==> src/hw/hcpo_defines.vh <==
// Operation
// - 3-bit protocol code; 4-7 reserved
// - select 0: no maximum length check
// - select 1: limit from first maximum value
// - select 2: second limit; 3 reserved
// - fcs bit 0: strip rx fcs, append tx
// - fcs bit 1: keep rx fcs, no tx fcs
// - non-fcs: no too-short check, maximum length check as selected
// - ss7 threshold crossing interrupt unless masked
// - ss7 error increment interrupt unless masked
// - ss7 error decrement interrupt unless masked
// - ss7 duplicate: interrupt, discard second message
// - duplicate masked: no interrupt, still discard
// - abort, idle change, too-short interrupt unless masked
`ifndef HCPO_DEFINES_VH
`define HCPO_DEFINES_VH
// register byte offsets
`define HCPO_CFG_ADDR 8'h00
`define HCPO_LIMIT_ADDR 8'h04
`define HCPO_THRESH_ADDR 8'h08
`define HCPO_STATUS_ADDR 8'h0C
`define HCPO_CLEAR_ADDR 8'h10
`define HCPO_ENABLE_ADDR 8'h14
`define HCPO_MONITOR_ADDR 8'h18
// configuration fields
`define HCPO_PROTO_HI 14
`define HCPO_PROTO_LO 12
`define HCPO_LEN_SEL_HI 11
`define HCPO_LEN_SEL_LO 10
`define HCPO_FCS_BIT 9
`define HCPO_MSK_THR_BIT 8
`define HCPO_MSK_INC_BIT 7
`define HCPO_MSK_DEC_BIT 6
`define HCPO_MSK_DUP_BIT 5
`define HCPO_MSK_LINE_BIT 4
`define HCPO_CFG_RESET 32'h0000_0000
`define HCPO_CFG_MASK 32'h0000_7FF0
// protocol codes
`define HCPO_PROTO_TRANSP 3'h0
`define HCPO_PROTO_SS7 3'h1
`define HCPO_PROTO_FCS16 3'h2
`define HCPO_PROTO_FCS32 3'h3
// limit register: two 14-bit maximum lengths
`define HCPO_LIM1_HI 13
`define HCPO_LIM1_LO 0
`define HCPO_LIM2_HI 29
`define HCPO_LIM2_LO 16
`define HCPO_LIMIT_RESET 32'h0000_0000
// error monitor threshold reset
`define HCPO_THRESH_RESET 8'h40
// status / enable bit positions
`define HCPO_ST_THR 0
`define HCPO_ST_INC 1
`define HCPO_ST_DEC 2
`define HCPO_ST_DUP 3
`define HCPO_ST_ABT 4
`define HCPO_ST_IDLE 5
`define HCPO_ST_SHORT 6
`define HCPO_ST_LONG 7
`define HCPO_ST_W 8
// least data bytes of a formatted message
`define HCPO_MIN_DATA 15'h0002
`endif

==> src/hw/hcpo_top.v <==
// Our own choices: the register addresses and the Wishbone register port.
`timescale 1ns/10ps
`default_nettype none
`include "hcpo_defines.vh"
module hcpo_top
(
  input wire CLOCK,
  input wire RESET,
  // wishbone slave
  input wire WB_CYC_I,
  input wire WB_STB_I,
  input wire WB_WE_I,
  input wire [7:0] WB_ADR_I,
  input wire [3:0] WB_SEL_I,
  input wire [31:0] WB_DAT_I,
  output reg [31:0] WB_DAT_O,
  output reg WB_ACK_O,
  // receive byte stream from the deformatter, fcs included
  input wire [7:0] RX_BYTE,
  input wire RX_VALID,
  input wire RX_LAST,
  // line state levels from the receive flag detector
  input wire RX_ABORT,
  input wire RX_IDLE,
  // signal unit error monitor pulses
  input wire SU_ERROR,
  input wire SU_GOOD,
  // data toward shared memory
  output reg [7:0] MEM_BYTE,
  output reg MEM_VALID,
  output reg MEM_END,
  output reg MEM_DISCARD,
  // transmit side
  input wire TX_LAST,
  output reg TX_FCS_APPEND,
  output wire IRQ
);

// software visible state
reg [31:0] cfg; // channel options
reg [31:0] limits; // two maximum lengths
reg [7:0] thresh; // error count threshold
reg [`HCPO_ST_W-1:0] status; // sticky events
reg [`HCPO_ST_W-1:0] enable; // interrupt enables
reg [7:0] err_count; // signal unit error count

// receive message state
reg [7:0] pipe0, pipe1, pipe2, pipe3; // fcs holdback stage
reg [14:0] count; // bytes taken in this message
reg [15:0] sig; // running signature of message
reg [15:0] prev_sig; // signature of previous message
reg [14:0] prev_len; // length of previous message
reg prev_ok; // previous message is comparable
reg abort_q, idle_q; // line state last cycle

// decoded configuration
wire [2:0] proto = cfg[`HCPO_PROTO_HI:`HCPO_PROTO_LO];
wire [1:0] max_length_select = cfg[`HCPO_LEN_SEL_HI:`HCPO_LEN_SEL_LO];
wire fcs_pass = cfg[`HCPO_FCS_BIT];
wire mask_error_threshold_irq = cfg[`HCPO_MSK_THR_BIT];
wire mask_error_increment_irq = cfg[`HCPO_MSK_INC_BIT];
wire mask_error_decrement_irq = cfg[`HCPO_MSK_DEC_BIT];
wire mask_duplicate_filter_irq = cfg[`HCPO_MSK_DUP_BIT];
wire mask_line_state_irq = cfg[`HCPO_MSK_LINE_BIT];
wire [13:0] max_frame_limit_one = limits[`HCPO_LIM1_HI:`HCPO_LIM1_LO];
wire [13:0] max_frame_limit_two = limits[`HCPO_LIM2_HI:`HCPO_LIM2_LO];

// reserved codes 4-7 behave as transparent
wire is_ss7 = (proto == `HCPO_PROTO_SS7);
wire is_hdlc = (proto == `HCPO_PROTO_SS7) || (proto == `HCPO_PROTO_FCS16)
  || (proto == `HCPO_PROTO_FCS32);

// number of fcs bytes held back from memory
reg [2:0] strip_n;
always @*
begin
  if (!is_hdlc || fcs_pass)
  begin
    strip_n = 3'h0;
  end
  else if (proto == `HCPO_PROTO_FCS32)
  begin
    strip_n = 3'h4;
  end
  else
  begin
    strip_n = 3'h2;
  end
end

// signature step, used for both live and stored messages
function [15:0] hcpo_sig;
  input [15:0] s;
  input [7:0] b;
  integer i;
  reg [15:0] t;
  begin
    t = s ^ {b, 8'h00};
    for (i = 0; i < 8; i = i + 1)
    begin
      t = t[15] ? ({t[14:0], 1'b0} ^ 16'h1021) : {t[14:0], 1'b0};
    end
    hcpo_sig = t;
  end
endfunction

// byte that leaves the holdback stage this cycle
reg [7:0] out_byte;
always @*
begin
  case (strip_n)
    3'h2: out_byte = pipe1;
    3'h4: out_byte = pipe3;
    default: out_byte = RX_BYTE;
  endcase
end

// receive bookkeeping per byte and at message end
wire rx_take = RX_VALID;
wire rx_end = RX_VALID && RX_LAST;
wire [14:0] total = count + 15'h0001; // bytes including this one
wire [14:0] data_len = total - {12'h000, strip_n}; // length without fcs
wire emit = rx_take && (count >= {12'h000, strip_n});
wire [15:0] next_sig = emit ? hcpo_sig(sig, out_byte) : sig;

// maximum length selection; 3 is reserved and acts as 2
reg [14:0] limit_sel;
reg check_len;
always @*
begin
  case (max_length_select)
    2'h0:
    begin
      limit_sel = 15'h0000;
      check_len = 1'b0;
    end
    2'h1:
    begin
      limit_sel = {1'b0, max_frame_limit_one};
      check_len = 1'b1;
    end
    default:
    begin
      limit_sel = {1'b0, max_frame_limit_two};
      check_len = 1'b1;
    end
  endcase
end

// end-of-message classification
wire too_long = rx_end && check_len && (data_len > limit_sel);
// too-short check only with fcs present and framing on
wire too_short = rx_end && is_hdlc && !fcs_pass
  && (total < ({12'h000, strip_n} + `HCPO_MIN_DATA));
// duplicate filter only in ss7; second copy is always dropped
wire dup = rx_end && is_ss7 && prev_ok && (next_sig == prev_sig)
  && (data_len == prev_len);

// error monitor events, ss7 only
wire su_inc = is_ss7 && SU_ERROR && !SU_GOOD && (err_count != 8'hFF);
wire su_dec = is_ss7 && SU_GOOD && !SU_ERROR && (err_count != 8'h00);
wire su_cross = su_inc && ((err_count + 8'h01) == thresh);

// line state change events
wire abort_change = RX_ABORT && !abort_q;
wire idle_change = RX_IDLE && !idle_q;

// events gated by the channel masks, too-long ungated
reg [`HCPO_ST_W-1:0] ev;
always @*
begin
  ev = {`HCPO_ST_W{1'b0}};
  ev[`HCPO_ST_THR] = su_cross && !mask_error_threshold_irq;
  ev[`HCPO_ST_INC] = su_inc && !mask_error_increment_irq;
  ev[`HCPO_ST_DEC] = su_dec && !mask_error_decrement_irq;
  ev[`HCPO_ST_DUP] = dup && !mask_duplicate_filter_irq;
  ev[`HCPO_ST_ABT] = abort_change && !mask_line_state_irq;
  ev[`HCPO_ST_IDLE] = idle_change && !mask_line_state_irq;
  ev[`HCPO_ST_SHORT] = too_short && !mask_line_state_irq;
  ev[`HCPO_ST_LONG] = too_long;
end

// wishbone decode
wire wb_req = WB_CYC_I && WB_STB_I && !WB_ACK_O;
wire wb_wr = wb_req && WB_WE_I;

// byte lane merge for writes
function [31:0] hcpo_merge;
  input [31:0] old;
  input [31:0] data;
  input [3:0] sel;
  begin
    hcpo_merge[7:0] = sel[0] ? data[7:0] : old[7:0];
    hcpo_merge[15:8] = sel[1] ? data[15:8] : old[15:8];
    hcpo_merge[23:16] = sel[2] ? data[23:16] : old[23:16];
    hcpo_merge[31:24] = sel[3] ? data[31:24] : old[31:24];
  end
endfunction

// clear strobe from the write-only clear register
wire [`HCPO_ST_W-1:0] clr = (wb_wr && (WB_ADR_I == `HCPO_CLEAR_ADDR)
  && WB_SEL_I[0]) ? WB_DAT_I[`HCPO_ST_W-1:0] : {`HCPO_ST_W{1'b0}};

// register writes and answer, ack one cycle after the request
always @(posedge CLOCK)
begin
  if (RESET)
  begin
    cfg <= `HCPO_CFG_RESET;
    limits <= `HCPO_LIMIT_RESET;
    thresh <= `HCPO_THRESH_RESET;
    enable <= {`HCPO_ST_W{1'b0}};
    WB_ACK_O <= 1'b0;
    WB_DAT_O <= 32'h0000_0000;
  end
  else
  begin
    WB_ACK_O <= wb_req;
    if (wb_wr)
    begin
      case (WB_ADR_I)
        `HCPO_CFG_ADDR:
          cfg <= hcpo_merge(cfg, WB_DAT_I, WB_SEL_I) & `HCPO_CFG_MASK;
        `HCPO_LIMIT_ADDR:
          limits <= hcpo_merge(limits, WB_DAT_I, WB_SEL_I) & 32'h3FFF_3FFF;
        `HCPO_THRESH_ADDR:
          if (WB_SEL_I[0]) thresh <= WB_DAT_I[7:0];
        `HCPO_ENABLE_ADDR:
          if (WB_SEL_I[0]) enable <= WB_DAT_I[`HCPO_ST_W-1:0];
        default: ; // read-only, write-only clear, or unmapped
      endcase
    end
    // read data, zero for unmapped or write-only
    if (wb_req && !WB_WE_I)
    begin
      case (WB_ADR_I)
        `HCPO_CFG_ADDR: WB_DAT_O <= cfg;
        `HCPO_LIMIT_ADDR: WB_DAT_O <= limits;
        `HCPO_THRESH_ADDR: WB_DAT_O <= {24'h00_0000, thresh};
        `HCPO_STATUS_ADDR: WB_DAT_O <= {24'h00_0000, status};
        `HCPO_ENABLE_ADDR: WB_DAT_O <= {24'h00_0000, enable};
        `HCPO_MONITOR_ADDR: WB_DAT_O <= {9'h000, count, err_count};
        default: WB_DAT_O <= 32'h0000_0000;
      endcase
    end
  end
end

// sticky status and line state history; a new event wins over a clear
always @(posedge CLOCK)
begin
  if (RESET)
  begin
    status <= {`HCPO_ST_W{1'b0}};
    abort_q <= 1'b0; // idle level of the pin, so no false edge after reset
    idle_q <= 1'b0;
  end
  else
  begin
    status <= (status & ~clr) | ev;
    abort_q <= RX_ABORT;
    idle_q <= RX_IDLE;
  end
end

// level interrupt while an enabled status bit is set
assign IRQ = |(status & enable);

// signal unit error count
always @(posedge CLOCK)
begin
  if (RESET)
  begin
    err_count <= 8'h00;
  end
  else if (!is_ss7)
  begin
    err_count <= 8'h00; // monitor idle outside ss7
  end
  else if (su_inc)
  begin
    err_count <= err_count + 8'h01;
  end
  else if (su_dec)
  begin
    err_count <= err_count - 8'h01;
  end
end

// holdback stage, byte count and signature
always @(posedge CLOCK)
begin
  if (RESET)
  begin
    pipe0 <= 8'h00;
    pipe1 <= 8'h00;
    pipe2 <= 8'h00;
    pipe3 <= 8'h00;
    count <= 15'h0000;
    sig <= 16'hFFFF;
  end
  else if (rx_take)
  begin
    pipe0 <= RX_BYTE;
    pipe1 <= pipe0;
    pipe2 <= pipe1;
    pipe3 <= pipe2;
    // saturate so an endless message cannot wrap the counter
    if (rx_end)
    begin
      count <= 15'h0000;
      sig <= 16'hFFFF;
    end
    else
    begin
      count <= (count == 15'h7FFF) ? count : total;
      sig <= next_sig;
    end
  end
end

// previous message memory for the duplicate filter
always @(posedge CLOCK)
begin
  if (RESET)
  begin
    prev_sig <= 16'h0000;
    prev_len <= 15'h0000;
    prev_ok <= 1'b0;
  end
  else if (!is_ss7)
  begin
    prev_ok <= 1'b0;
  end
  else if (rx_end)
  begin
    // a bad message breaks the chain of identical ones
    prev_sig <= next_sig;
    prev_len <= data_len;
    prev_ok <= !too_long && !too_short;
  end
end

// memory side outputs and transmit fcs request, registered
always @(posedge CLOCK)
begin
  if (RESET)
  begin
    MEM_BYTE <= 8'h00;
    MEM_VALID <= 1'b0;
    MEM_END <= 1'b0;
    MEM_DISCARD <= 1'b0;
    TX_FCS_APPEND <= 1'b0;
  end
  else
  begin
    MEM_VALID <= emit;
    if (emit)
    begin
      MEM_BYTE <= out_byte;
    end
    MEM_END <= rx_end;
    MEM_DISCARD <= dup || too_long || too_short;
    // check sequence follows the last data byte, one cycle later
    TX_FCS_APPEND <= TX_LAST && is_hdlc && !fcs_pass;
  end
end

endmodule // hcpo_top
`default_nettype wire

==> config.mk <==
export PLATFORM = sky130hd
export DESIGN_NAME = hcpo_top
export DESIGN_NICKNAME = d
export VERILOG_FILES = /design/src/hw/hcpo_top.v
export VERILOG_INCLUDE_DIRS = /design/src /design/src/hw
export SDC_FILE = /design/constraint.sdc
export NUM_CORES = 1
export LEC_CHECK = 0
export ABC_AREA = 1
export CAP_MARGIN = 10
export CORE_UTILIZATION = 65
export CTS_CLUSTER_SIZE = 20
export DETAILED_ROUTE_END_ITERATION = 12
export DONT_BUFFER_PORTS = 1
export MAX_ROUTING_LAYER = met4
export PLACE_DENSITY_LB_ADDON = 0.05
export SETUP_SLACK_MARGIN = 0.02
export SLEW_MARGIN = 10
export SYNTH_ARGS = -nofsm -noshare
export SYNTH_HDL_FRONTEND = slang
export SYNTH_SLANG_ARGS = --single-unit
export TNS_END_PERCENT = 50
==> constraint.sdc <==
create_clock -name CLOCK -period 6.11 [get_ports CLOCK]
set_input_delay 0.611 -clock CLOCK [delete_from_list [all_inputs] [get_ports CLOCK]]
set_output_delay 0.611 -clock CLOCK [all_outputs]
set_load 0.05 [all_outputs]
# After elaboration in Yosys (flattened, before gate mapping)
# Index checks and enable logic that the tools add are counted.
# Widths: inputs -> output; s select.
[op_classes]
add_sub_neg = 5
order_cmp = 3
eq_ne = 18
n_mux = 21
n_bitwise = 14
reduce_logical = 72
[ops]
columns = ["cell", "count"]
rows = [
  ["$pmux 30 s6", 1],
  ["$mux 13", 8],
  ["$logic_and 1x1->1", 36],
  ["$mux 16", 2],
  ["$mux 15", 2],
  ["$pmux 14 s2", 1],
  ["$eq 8x5->1 const B", 3],
  ["$mux 8", 3],
  ["$not 3->3", 8],
  ["$reduce_and 3->1", 8],
  ["$and 8x8->8", 2],
  ["$eq 16x16->1", 1],
  ["$eq 8x4->1 const B", 2],
  ["$pmux 8 s2", 1],
  ["$xor 16x16->16", 1],
  ["$add 15x1->15 const B", 1],
  ["$eq 15x15->1", 1],
  ["$eq 15x15->1 const B", 1],
  ["$ge 15x3->1", 1],
  ["$gt 15x15->1", 1],
  ["$logic_not 1->1", 15],
  ["$lt 15x4->1", 1],
  ["$sub 15x3->15", 1],
  ["$eq 3x2->1 const B", 3],
  ["23 further kinds", 29],
]
[word_totals]
register_bits = 213
input_bits = 64
output_inout_bits = 46
elab_cells = 161

# Depth between registers and ports, before layout
# Gate-level depths: netlist of the first run.
[depth]
depth_word = 31
ltp_mapped = 25
depth_no_buf = 24

# Worst setup path before layout of the first run
# No wires, ideal clock.
[synth_path]
path_kind = "reg-to-reg"
start = "reg cfg[13]"
end = "reg MEM_DISCARD"
setup_ns = 0.132
arrival_ns = 3.043
required_time_ns = 5.978
setup_slack_ns = 2.934
stages_incl_launch_ff = 24
path_buffers = 1
synth_period_minus_slack_ns = 3.176
cell_sequence = "dfxtp_1 > buf_2 > nand3_2 > nor2_1 > inv_1 > fa_1 > inv_1 > nand3_1 > nor2_4 > nand2_2 > o21ai_2 > nand2_1 > ha_1 > nand2_1 > nor2_1 > a211oi_1 > nand2_1 > nand3_1 > nand2_1 > a21oi_1 > o21ai_0 > nand2_1 > and2_1 > a21oi_1"
[synth_between]
elab_cells_between_ends = 47
classes_between = "2 x add/sub; 3 x order compare; 7 x eq/ne; 12 x mux; 8 x bitwise; 15 x reduce/logical"
[synth_rtl]
columns = ["item", "line_no", "source"]
rows = [
  ["from (decl)", "hcpo_top.v:40", "reg [31:0] cfg;"],
  ["from (signal assigned)", "hcpo_top.v:209", "cfg <= `HCPO_CFG_RESET;"],
  ["from (signal assigned)", "hcpo_top.v:223", "cfg <= hcpo_merge(cfg, WB_DAT_I, WB_SEL_I) & `HCPO_CFG_MASK;"],
  ["$eq 3x1->1 (no line) or $eq 3x2->1 (tied branches)", "n/a", ""],
  ["$logic_or 1x1->1 (2 in series)", "hcpo_top.v:70", "wire is_hdlc = (proto == `HCPO_PROTO_SS7) || (proto == `HCPO_PROTO_FCS16)"],
  ["$logic_not 1->1", "hcpo_top.v:77", "if (!is_hdlc || fcs_pass)"],
  ["$logic_or 1x1->1", "hcpo_top.v:77", ""],
  ["$mux 3 *", "hcpo_top.v:77", ""],
  ["$sub 15x3->15 *", "hcpo_top.v:122", "wire [14:0] data_len = total - {12'h000, strip_n};"],
  ["via data_len[9]", "hcpo_top.v:122", ""],
  ["$gt 15x15->1 or $eq 15x15->1 (tied branches)", "hcpo_top.v:151, hcpo_top.v:157", ""],
  ["$logic_and 1x1->1, on equally long branches", "hcpo_top.v:151, hcpo_top.v:157", ""],
  ["$logic_or 1x1->1 * (2 in series)", "hcpo_top.v:363", "MEM_DISCARD <= dup || too_long || too_short;"],
  ["to (signal assigned)", "hcpo_top.v:363", ""],
  ["to (decl)", "hcpo_top.v:32", "output reg MEM_DISCARD,"],
]
# The timed path passes the listed nets; every way through them passes the cells marked *.
# A chain may end at the register's enable or synchronous reset.

# Worst setup path in the final report of the first run
[layout_path]
start = "reg count[0]"
end = "reg prev_ok"
[layout_between]
elab_chain_cells = 6
elab_cells_between_ends = 9
classes_between = "2 x add/sub; 2 x order compare; 5 x reduce/logical"
[layout_rtl]
columns = ["item", "line_no", "source"]
rows = [
  ["from (decl)", "hcpo_top.v:49", "reg [14:0] count;"],
  ["from (signal assigned)", "hcpo_top.v:316", "count <= (count == 15'h7FFF) ? count : total;"],
  ["$add 15x1->15", "hcpo_top.v:121", "wire [14:0] total = count + 15'h0001;"],
  ["$sub 15x3->15", "hcpo_top.v:122", ""],
  ["via data_len[13]", "hcpo_top.v:122", ""],
  ["$gt 15x15->1", "hcpo_top.v:151", "wire too_long = rx_end && check_len && (data_len > limit_sel);"],
  ["$logic_and 1x1->1", "hcpo_top.v:151", ""],
  ["$logic_not 1->1", "hcpo_top.v:340", "prev_ok <= !too_long && !too_short;"],
  ["$logic_and 1x1->1", "hcpo_top.v:340", ""],
  ["to (signal assigned)", "hcpo_top.v:340", ""],
  ["to (decl)", "hcpo_top.v:53", "reg prev_ok;"],
]
# The timed path passes the listed nets, and every way through them passes these cells.

==> key figures, run 1 <==
Clock tree
  • Worst skew pair latency: 0.52 ns
  • Bufs on Longest Clock Path: 3
  • Clock transition at path regs: 0.06 ns
  • # hold bufs at CTS: 0
  • Total CTS buffers: 24
  • Cells resized by post-CTS repair: 0
  • Clk root buf: clkbuf_16
  • Clk sink count: 211
  • Setup bufs post-CTS: 0
  • H-tree depth: 1
  • CTS tree: yes

Worst setup path
  • CP Capture Type: flop
  • Worst-path maximum fanout: 11
  • CP Class: flop to flop
  • Crit path arrival time: 4.60 ns
  • CP Launch Type: flop
  • Worst path required time: 6.57 ns
  • Path depth of the worst reg2reg path: 18
  • Flop2flop setup slack: 1.97 ns
  • R2r startpoint: count[0]
  • Crit Reg-Reg Endpoint: prev_ok

Die
  • Die area: 17900 um2
  • # IOs: 110
  • Die Y: 134 um
  • DIE WIDTH: 134 um
  • Initial Utilization: 0.674
  • Std cell rows: 47
  • Core Box Area: 16800 um2

Route
  • DRC Markers: 0
  • Vias: 11100
  • Final WL: 32600 um
  • Drt wl/cell: 17.4 um
  • Met2 Wirelength: 16000 um
  • WL met1: 12800 um
  • First drt pass iteration count: 5
  • Met3 WL post-DR: 1840 um
  • Top routing layer used: met4
  • 1st-iter DRT viols: 787
  • Vias/cell: 5.93
  • Routed Antenna Nets: 0

Yosys
  • Synth top area cells: dfxtp_1 (37%), nand2_1 (12%), o21ai_0 (7.0%)
  • Top cell type's share of synthesized area: 0.374
  • Main flop type after synthesis: dfxtp_1
  • Synth Warn #: 0
  • Mapped Avg Cell Area: 6.72 um2
  • Post-Syn Instances: 1680
  • Async set-reset flop share out of synthesis: 0
  • Cell with the most instances after synthesis: nand2_1
  • Synth Register Bits: 211
  • Sequential area share after synthesis: 0.374
  • Post-synth EDFFs: 0
  • Distinct cells, synth: 51
  • Synth area leader: dfxtp_1
  • Post-Synthesis Cell Area: 11300 um2
  • Top cells by count, synth: nand2_1 (369), dfxtp_1 (211), inv_1 (191)

Cells and area
  • Cell area after layout: 12100 um2
  • NumNets Final: 1726
  • P&R area growth vs syn: 7.19%
  • Filler instances: 1441
  • N_diodes: 0
  • Layout cell share with drive strength beyond 1: 0.0647

Job
  • Max_cap viols: 0

STA
  • TNS Setup: 0 ns
  • Final Critical Period: 4.14 ns
  • RSZ-0062 raised after global routing: no
  • Final setup viols: 0
  • Max Clock Skew: 0.0110 ns
  • Final hold vios: 0
  • Worst-margin pin slew: 1.09 ns
  • Max frequency: 0.241 GHz
  • Max_slew headroom: 0.265
  • Max-slew violations: 0
  • Part of the cycle the worst path needs: 0.678

Global route
  • Total grt overflow: 0
  • Initial antenna violation count: 0
  • Largest net degree at the start of global routing: 97
  • Total global-route track usage: 0.374
  • Vias in the first global route: 10400
  • Global-route wire length before repair: 51800 um

Placement
  • Port-buffer cells: 0
  • Dpl hpwl: 23500 um
  • Dpl cell area: 11300 um2
  • Routability cong.: 0.981

Min path
  • HP Class: input port to flop
  • Worst Hold Endpoint: status[0]
  • Worst hold path startpoint: RESET
  • Hold depth: 1

Pwr
  • Worst vdd ir: 0.301 mV
  • Pwr dens: 260 nW/um2
  • Pleak: 5.28 nW

Run status
  • Outcome: complete, no violations
[cell families after synthesis]
| logic type | count (synthesis) | share of synthesized area |
|---|---|---|
| other cells | 1 | 0.000332 |
| simple gates | 781 | 0.309 |
| buf+inv | 276 | 0.0946 |
| fa+ha+maj | 24 | 0.0273 |
| compound gates | 366 | 0.178 |
| xor+xnor | 21 | 0.0169 |
| flops | 211 | 0.374 |
[power breakdown]
group / switching [mW] / total, mW / internal (mW)
Clock: 0.583 / 1.46 / 0.880
Combinational: 0.155 / 0.222 / 0.0668
Sequential: 0.0541 / 1.46 / 1.41
[worst max-delay path, stage by stage (launching register included)]
cell	delay, ns
dfxtp_1	0.64
ha_1	0.33
xor2_1	0.18
fa_1	0.51
inv_1	0.11
nand3_1	0.18
nor2_4	0.17
nand2_2	0.11
inv_2	0.07
nand2_2	0.07
o21ai_2	0.13
nand2_1	0.12
ha_1	0.34
nand4_1	0.09
nor4_1	0.31
o21ai_0	0.20
nand2_1	0.14
and2_1	0.22
o211a_1	0.16
[worst max path at each step]
stage / cells after the start / end / start / slack, ns
finish: 18 / prev_ok / count[0] / 1.97
floorplan: 23 / MEM_DISCARD / cfg[13] / 2.93
detailed placement: 21 / prev_ok / count[0] / 2.01
CTS: 18 / prev_ok / count[0] / 2.00
global placement: 21 / prev_ok / count[0] / 2.04
global route: 21 / prev_ok / count[0] / 1.63
[cell type report]
class / instances / area (um2) / share of cell area
tap: 220 / 275 / 0.0227
sequential: 211 / 4220 / 0.349
clock inverter: 10 / 109 / 0.00899
multi-input combinational: 1194 / 6010 / 0.496
inverter: 203 / 764 / 0.0631
clock buffer: 33 / 696 / 0.0575
timing repair buffer: 4 / 30.0 / 0.00248
[per-layer routing]
layer	track usage	up-vias
li1	-	5479
met1	0.419	5103
met2	0.645	410
met3	0.0484	119
met4	0.204	0
met5	-	-
[metrics by stage]
stage / utilization / hold slack, ns / setup WS (ns) / power [mW] / std cells
3_5_place_dp: 0.674 / 0.454 / 2.01 / 1.71 / 1832
3_3_place_gp: 0.674 / 0.448 / 2.04 / 1.70 / 1832
4_1_cts: 0.722 / 0.153 / 2.00 / 3.15 / 1875
5_1_grt: 0.722 / 0.156 / 1.63 / 3.24 / 1875
2_1_floorplan: - / 0.439 / 2.93 / 1.66 / 1681
6_report: 0.722 / 0.158 / 1.97 / 3.15 / 1875
[cells in the final DEF, fill, tap and decap left out, types with 3 or more instances in the layout]
cell type,count
nand3_1,158
clkbuf_8,4
inv_1,190
nor2_2,7
clkbuf_1,4
nor2_1,148
inv_2,9
nor2_4,4
nand3_2,3
clkbuf_16,25
xor2_1,15
a211oi_1,12
nand3b_1,6
nand2_2,24
buf_4,4
dfxtp_1,211
o211ai_1,18
o21ai_0,159
nor2_8,3
nand2_1,369
a221oi_1,7
xnor2_1,5
ha_1,23
clkinv_2,7
o21ai_2,3
nor3_1,11
o22ai_1,12
nand2_4,3
o221ai_1,5
a21oi_1,138
or2_2,3
nand4_1,36
[flip-flops by register name, indices dropped and copies added (netlist names), 11 cells and up]
| register | count |
|---|---|
| WB_DAT_O | 30 |
| limits | 28 |
| prev_sig | 16 |
| sig | 16 |
| count | 15 |
| prev_len | 15 |
| cfg | 11 |
Note: power is estimated with default switching activity, not from simulation.
==> run 2, diff against run 1 <==
--- a/config.mk
+++ b/config.mk
@@ -8,7 +8,7 @@
 export LEC_CHECK = 0
 export ABC_AREA = 1
 export CAP_MARGIN = 10
-export CORE_UTILIZATION = 65
+export CORE_UTILIZATION = 64
 export CTS_CLUSTER_SIZE = 20
 export DETAILED_ROUTE_END_ITERATION = 12
 export DONT_BUFFER_PORTS = 1
==> constraint.sdc (replaced) <==
create_clock -name CLOCK -period 4.2 [get_ports CLOCK]
set_input_delay 0.42 -clock CLOCK [delete_from_list [all_inputs] [get_ports CLOCK]]
set_output_delay 0.42 -clock CLOCK [all_outputs]
set_load 0.05 [all_outputs]
==> key figures, run 2 (synthesis results as in run 1) <==
Run status
  • Outcome: complete, no violations (unchanged)

Cells and area
  • P&R area growth vs syn: 7.63% (was 7.19%)
  • Layout cell share with drive strength beyond 1: 0.0696 (was 0.0647)
  • Filler instances: 1462 (was 1441)
  • N_diodes: 0 (unchanged)
  • NumNets Final: 1737 (was 1726)
  • Largest regs: WB_DAT_O (30), limits (28) (unchanged)
  • Largest register FFs: 30 (unchanged)
  • Most common cell after layout, fill and taps aside: nand2_1 (unchanged)
  • Most frequent cells in the layout: nand2_1 (369), dfxtp_1 (211), inv_1 (190), o21ai_0 (159), nand3_1 (158) (unchanged)
  • Final Non-Filler Cells: 1891 (was 1875)
  • Most flop-heavy register: WB_DAT_O (unchanged)

Die
  • Core Box Area: 17200 um2 (was 16800 um2)
  • Die Y: 135 um (was 134 um)
  • # IOs: 110 (unchanged)
  • Die area: 18200 um2 (was 17900 um2)
  • Std cell rows: 48 (was 47)
  • DIE WIDTH: 135 um (was 134 um)
  • Initial Utilization: 0.655 (was 0.674)

Clock tree
  • Clk root buf: clkbuf_16 (unchanged)
  • CTS tree: yes (unchanged)
  • Bufs on Longest Clock Path: 3 (unchanged)
  • Clock transition at path regs: 0.06 ns (about the same)
  • # hold bufs at CTS: 3 (was 0)
  • Setup bufs post-CTS: 0 (unchanged)
  • Total CTS buffers: 23 (was 24)
  • Cells resized by post-CTS repair: 0 (unchanged)
  • H-tree depth: 1 (unchanged)
  • Worst skew pair latency: 0.52 ns (about the same)
  • Clk sink count: 211 (unchanged)

Global route
  • Initial antenna violation count: 0 (unchanged)
  • Largest net degree at the start of global routing: 83 (was 97)
  • Vias in the first global route: 10200 (was 10400)
  • Global-route wire length before repair: 52100 um (was 51800 um)
  • Total grt overflow: 0 (unchanged)
  • Total global-route track usage: 0.376 (was 0.374)

STA
  • TNS Setup: 0 ns (unchanged)
  • Final hold vios: 0 (unchanged)
  • RSZ-0062 raised after global routing: no (unchanged)
  • Max Clock Skew: 0.0119 ns (was 0.0110 ns)
  • Final Critical Period: 3.78 ns (was 4.14 ns)
  • Setup slack after layout: 0.421 ns (was 1.97 ns)
  • Max-slew violations: 0 (unchanged)
  • Max frequency: 0.265 GHz (was 0.241 GHz)
  • Max_slew headroom: 0.302 (was 0.265)
  • Worst-margin pin slew: 1.04 ns (was 1.09 ns)
  • Final setup viols: 0 (unchanged)
  • Part of the cycle the worst path needs: 0.900 (was 0.678)

Route
  • Final WL: 32900 um (was 32600 um)
  • Routed Antenna Nets: 0 (unchanged)
  • 1st-iter DRT viols: 980 (was 787)
  • First drt pass iteration count: 5 (unchanged)
  • Vias: 11200 (was 11100)
  • DRC Markers: 0 (unchanged)
  • Drt wl/cell: 17.4 um (about the same)
  • Vias/cell: 5.91 (was 5.93)

Worst setup path
  • Flop2flop setup slack: 0.42 ns (was 1.97 ns)
  • Cell family with most CP delay: simple AND/OR/NAND/NOR gates (unchanged)
  • Most frequent CP cell: nand2_1
  • Worst-path cell chain: nand3_2, nor2_1, inv_1, fa_1, inv_1, nand3_1, nor2_4, nand2_2, o21ai_2, nand2_1, ha_1, nand2_1, nor2_1, a211oi_1, nand2_1, nand3_1, nand2_1, a21oi_1, o21ai_0, nand2_1, and2_1, o211a_1 (was ha_1, xor2_1, fa_1, inv_1, nand3_1, nor2_4, nand2_2, inv_2, nand2_2, o21ai_2, nand2_1, ha_1, nand4_1, nor4_1, o21ai_0, nand2_1, and2_1, o211a_1)
  • Slowest CP cell: dfxtp_1 (unchanged)
  • CP Class: flop to flop (unchanged)
  • CP Capture Type: flop (unchanged)
  • Crit path arrival time: 4.24 ns (was 4.60 ns)
  • Worst path required time: 4.66 ns (was 6.57 ns)
  • Worst-path maximum fanout: 10 (was 11)
  • CP Launch Type: flop (unchanged)
  • CP Buf/Inv Count: 2 (unchanged)
  • Largest stage delay, worst path: 0.48 ns (was 0.64 ns)

Pwr
  • Total chip power: 4.43 mW (was 3.15 mW)
  • Pwr dens: 365 nW/um2 (was 260 nW/um2)
  • Pleak: 5.31 nW (was 5.28 nW)
  • Worst vdd ir: 0.428 mV (was 0.301 mV)

Job
  • Max_cap viols: 0 (unchanged)

Placement
  • Dpl hpwl: 23900 um (was 23500 um)
  • Worst setup slack after placement: 0.494 ns (was 2.01 ns)
  • Port-buffer cells: 0 (unchanged)
  • Routability cong.: 1.01 (was 0.981)
  • Placed Instances: 1846 (was 1832)

Min path
  • HP Class: input port to flop (unchanged)
==> run 2: cell types whose count changed in the layout (fill, tap and decap cells not counted), moves of 2 or more <==
cell and delta:
clkbuf_16 -2, clkbuf_8 +2, dlygate4sd3_1 +2, bufinv_16 -2, buf_4 +9
==> run 2: cell type report <==
cell class	instances	area (um2)	area share
Clock buffer	33	673	0.0554
Clock inverter	9	60.1	0.00494
Inverter	203	764	0.0629
Multi-Input combinational cell	1194	6010	0.494
Sequential cell	211	4220	0.347
Tap cell	225	282	0.0232
Timing Repair Buffer	16	145	0.0119
==> run 2: final timing paths <==
check             startpoint    endpoint  depth (start not counted)
setup / recovery     cfg[13]     prev_ok                         22
hold / removal       RX_IDLE      idle_q                          2
setup reg to reg     cfg[13]     prev_ok                         22
hold reg to reg   limits[21]  limits[21]                          2
==> run 2: per-stage QoR <==
stage	cell area, um2	hold WS (ns)	utilization
2_1_floorplan	11300	0.439	-
3_3_place_gp	11400	0.452	0.660
3_5_place_dp	11400	0.458	0.660
4_1_cts	12200	0.00766	0.705
5_1_grt	12200	0.0143	0.705
6_report	12200	0.0145	0.705
==> run 2: per-layer routing <==
metal | vias up | track usage | part of all wire
met5 | - | - | 0
met4 | 0 | 0.203 | 0.057
met3 | 108 | 0.0428 | 0.061
met2 | 476 | 0.658 | 0.49
met1 | 5101 | 0.418 | 0.39
li1 | 5492 | - | -
==> run 2: worst register-to-register path: cells and delay by family, from the launching register on <==
kind | cells | cell delay (ns)
DFF | 1 | 0.48
buffers and inverters | 2 | 0.24
AOI/OAI and AO/OA | 5 | 0.64
adders and majority gates | 2 | 0.75
and+or+nand+nor | 13 | 1.61
==> run 2: where the power goes <==
part | internal [mW] | switching [mW]
registers | 2.05 | 0.0755
clock network | 1.12 | 0.842
logic | 0.105 | 0.242
==> run 3, diff against run 2 <==
--- a/config.mk
+++ b/config.mk
@@ -13,7 +13,7 @@
 export DETAILED_ROUTE_END_ITERATION = 12
 export DONT_BUFFER_PORTS = 1
 export MAX_ROUTING_LAYER = met4
-export PLACE_DENSITY_LB_ADDON = 0.05
+export PLACE_DENSITY = 0.8
 export SETUP_SLACK_MARGIN = 0.02
 export SLEW_MARGIN = 10
 export SYNTH_ARGS = -nofsm -noshare
==> key figures, run 3 (synthesis results as in run 1) <==
Run status
  • Outcome: complete, no violations (unchanged)

STA
  • Final setup viols: 0 (unchanged)
  • RSZ-0062 raised after global routing: no (unchanged)
  • TNS Setup: 0 ns (unchanged)
  • Part of the cycle the worst path needs: 0.894 (was 0.900)
  • Max-slew violations: 0 (unchanged)
  • Max frequency: 0.266 GHz (was 0.265 GHz)
  • Worst-margin pin slew: 1.06 ns (was 1.04 ns)
  • Max_slew headroom: 0.290 (was 0.302)
  • Max Clock Skew: 0.0119 ns (about the same)
  • Final Critical Period: 3.76 ns (was 3.78 ns)
  • Fin Hold WS: 0.00808 ns (was 0.0145 ns)
  • Final hold vios: 0 (unchanged)

Global route
  • Initial antenna violation count: 0 (unchanged)
  • Global-route wire length before repair: 52100 um (about the same)
  • Vias in the first global route: 10300 (was 10200)
  • Largest net degree at the start of global routing: 70 (was 83)
  • Total global-route track usage: 0.374 (was 0.376)
  • Total grt overflow: 0 (unchanged)

Cells and area
  • Most frequent cells in the layout: nand2_1 (369), dfxtp_1 (211), inv_1 (190), o21ai_0 (159), nand3_1 (158) (unchanged)
  • Filler instances: 1527 (was 1462)
  • Sequential Area: 4220 um2 (unchanged)
  • Layout cell share with drive strength beyond 1: 0.0680 (was 0.0696)
  • Most flop-heavy register: WB_DAT_O (unchanged)
  • Multi-input gate area: 6020 um2 (was 6010 um2)
  • Largest regs: WB_DAT_O (30), limits (28) (unchanged)
  • NumNets Final: 1734 (was 1737)
  • P&R area growth vs syn: 8.02% (was 7.63%)
  • Cell area after layout: 12200 um2 (about the same)
  • Largest register FFs: 30 (unchanged)
  • Most common cell after layout, fill and taps aside: nand2_1 (unchanged)
  • N_diodes: 0 (unchanged)

Worst setup path
  • Path depth of the worst reg2reg path: 22 (unchanged)
  • CP Capture Point: prev_ok (unchanged)
  • Worst-path maximum fanout: 10 (unchanged)
  • Crit Reg-Reg Endpoint: prev_ok (unchanged)
  • Crit. Startpoint: cfg[13] (unchanged)
  • Flop2flop setup slack: 0.44 ns (was 0.42 ns)
  • Worst path required time: 4.66 ns (about the same)
  • Crit path arrival time: 4.22 ns (was 4.24 ns)
  • CP Class: flop to flop (unchanged)
  • CP Capture Type: flop (unchanged)
  • R2r startpoint: cfg[13] (unchanged)
  • CP Launch Type: flop (unchanged)

Die
  • Initial Utilization: 0.655 (unchanged)
  • Die Y: 135 um (unchanged)
  • # IOs: 110 (unchanged)
  • Die area: 18200 um2 (unchanged)
  • Core Box Area: 17200 um2 (unchanged)
  • Std cell rows: 48 (unchanged)
  • DIE WIDTH: 135 um (unchanged)

Placement
  • Routability cong.: 0.991 (was 1.01)
  • Dpl cell area: 11400 um2 (about the same)
  • Port-buffer cells: 0 (unchanged)
  • Dpl hpwl: 23600 um (was 23900 um)

Route
  • First drt pass iteration count: 5 (unchanged)
  • Routed Antenna Nets: 0 (unchanged)
  • 1st-iter DRT viols: 705 (was 980)
  • Vias/cell: 5.83 (was 5.91)
  • DRC Markers: 0 (unchanged)
  • Vias: 11000 (was 11200)
  • Drt wl/cell: 17.3 um (was 17.4 um)
  • Final WL: 32700 um (was 32900 um)

Pwr
  • Pwr dens: 376 nW/um2 (was 365 nW/um2)
  • Pleak: 5.33 nW (was 5.31 nW)
  • Worst vdd ir: 0.406 mV (was 0.428 mV)

Clock tree
  • Total CTS buffers: 23 (unchanged)
  • Clk root buf: clkbuf_16 (unchanged)
  • CTS tree: yes (unchanged)
  • Clock transition at path regs: 0.06 ns (about the same)
  • H-tree depth: 1 (unchanged)
  • Clk sink count: 211 (unchanged)
  • Worst skew pair latency: 0.51 ns (was 0.52 ns)
  • Setup bufs post-CTS: 0 (unchanged)
  • Bufs on Longest Clock Path: 3 (unchanged)

Job
  • Max_cap viols: 0 (unchanged)

Min path
  • HP Class: input port to flop (unchanged)
-- run 3: layer usage --
| layer | global-route usage | wire length (um) | up-vias |
|---|---|---|---|
| li1 | - | - | 5485 |
| met1 | 0.427 | 13200 | 5055 |
| met2 | 0.638 | 16000 | 354 |
| met3 | 0.0469 | 1700 | 100 |
| met4 | 0.202 | 1740 | 0 |
| met5 | - | 0 | - |
-- run 3: worst max-delay path, stage by stage, from the launching register on --
cell	delay [ns]
dfxtp_1	0.50
nor2_2	0.11
nor2_8	0.21
nand3_2	0.14
fa_1	0.43
inv_1	0.11
nand3_1	0.17
nor2_4	0.20
nand2_2	0.11
o21ai_2	0.14
nand2_1	0.11
ha_1	0.31
nand2_1	0.10
nor2_1	0.06
a211oi_1	0.17
nand2_1	0.07
nand3_1	0.07
nand2_1	0.05
a21oi_1	0.11
o21ai_0	0.11
nand2_1	0.12
and2_1	0.16
o211a_1	0.14
-- run 3: worst min path at each step --
stage	start	end	depth (start not counted)
6_report	RX_ABORT	abort_q	2
5_1_grt	RX_VALID	pipe0[4]	1
4_1_cts	RX_ABORT	abort_q	2
3_5_place_dp	limits[23]	WB_DAT_O[23]	2
3_3_place_gp	limits[23]	WB_DAT_O[23]	2
2_1_floorplan	limits[23]	limits[23]	2
-- run 3: repair_timing --
action | 4_1_cts | 5_1_grt
hold buffers | 3 | 0
endpoints found under the hold margin | 60 | 0
setup endpoints to repair | 0 | 2
gates resized for setup | 0 | 1
-- run 3: metrics by stage --
stage	util	setup slack [ns]	power [mW]	cells
4_1_cts	0.707	0.419	4.59	1886
2_1_floorplan	-	1.02	2.42	1681
5_1_grt	0.708	0.0451	4.73	1886
3_3_place_gp	0.659	0.547	2.48	1843
6_report	0.708	0.443	4.59	1886
3_5_place_dp	0.659	0.429	2.48	1843
-- run 3: power by group --
group | internal (mW) | total [mW] | leakage [nW] | switching, mW
Combinational | 0.103 | 0.342 | 3.22 | 0.239
Clock | 1.29 | 2.12 | 0.391 | 0.828
Sequential | 2.05 | 2.12 | 1.71 | 0.0751
Total | 3.44 | 4.59 | 5.33 | 1.14
-- run 3: layout make-up --
type                            count  area share
Sequential cell                   211       0.346
Multi-Input combinational cell   1194       0.493
Inverter                          203      0.0627
Clock inverter                      9      0.0104
Clock buffer                       31      0.0546
Tap cell                          225      0.0231
Timing Repair Buffer               13      0.0101
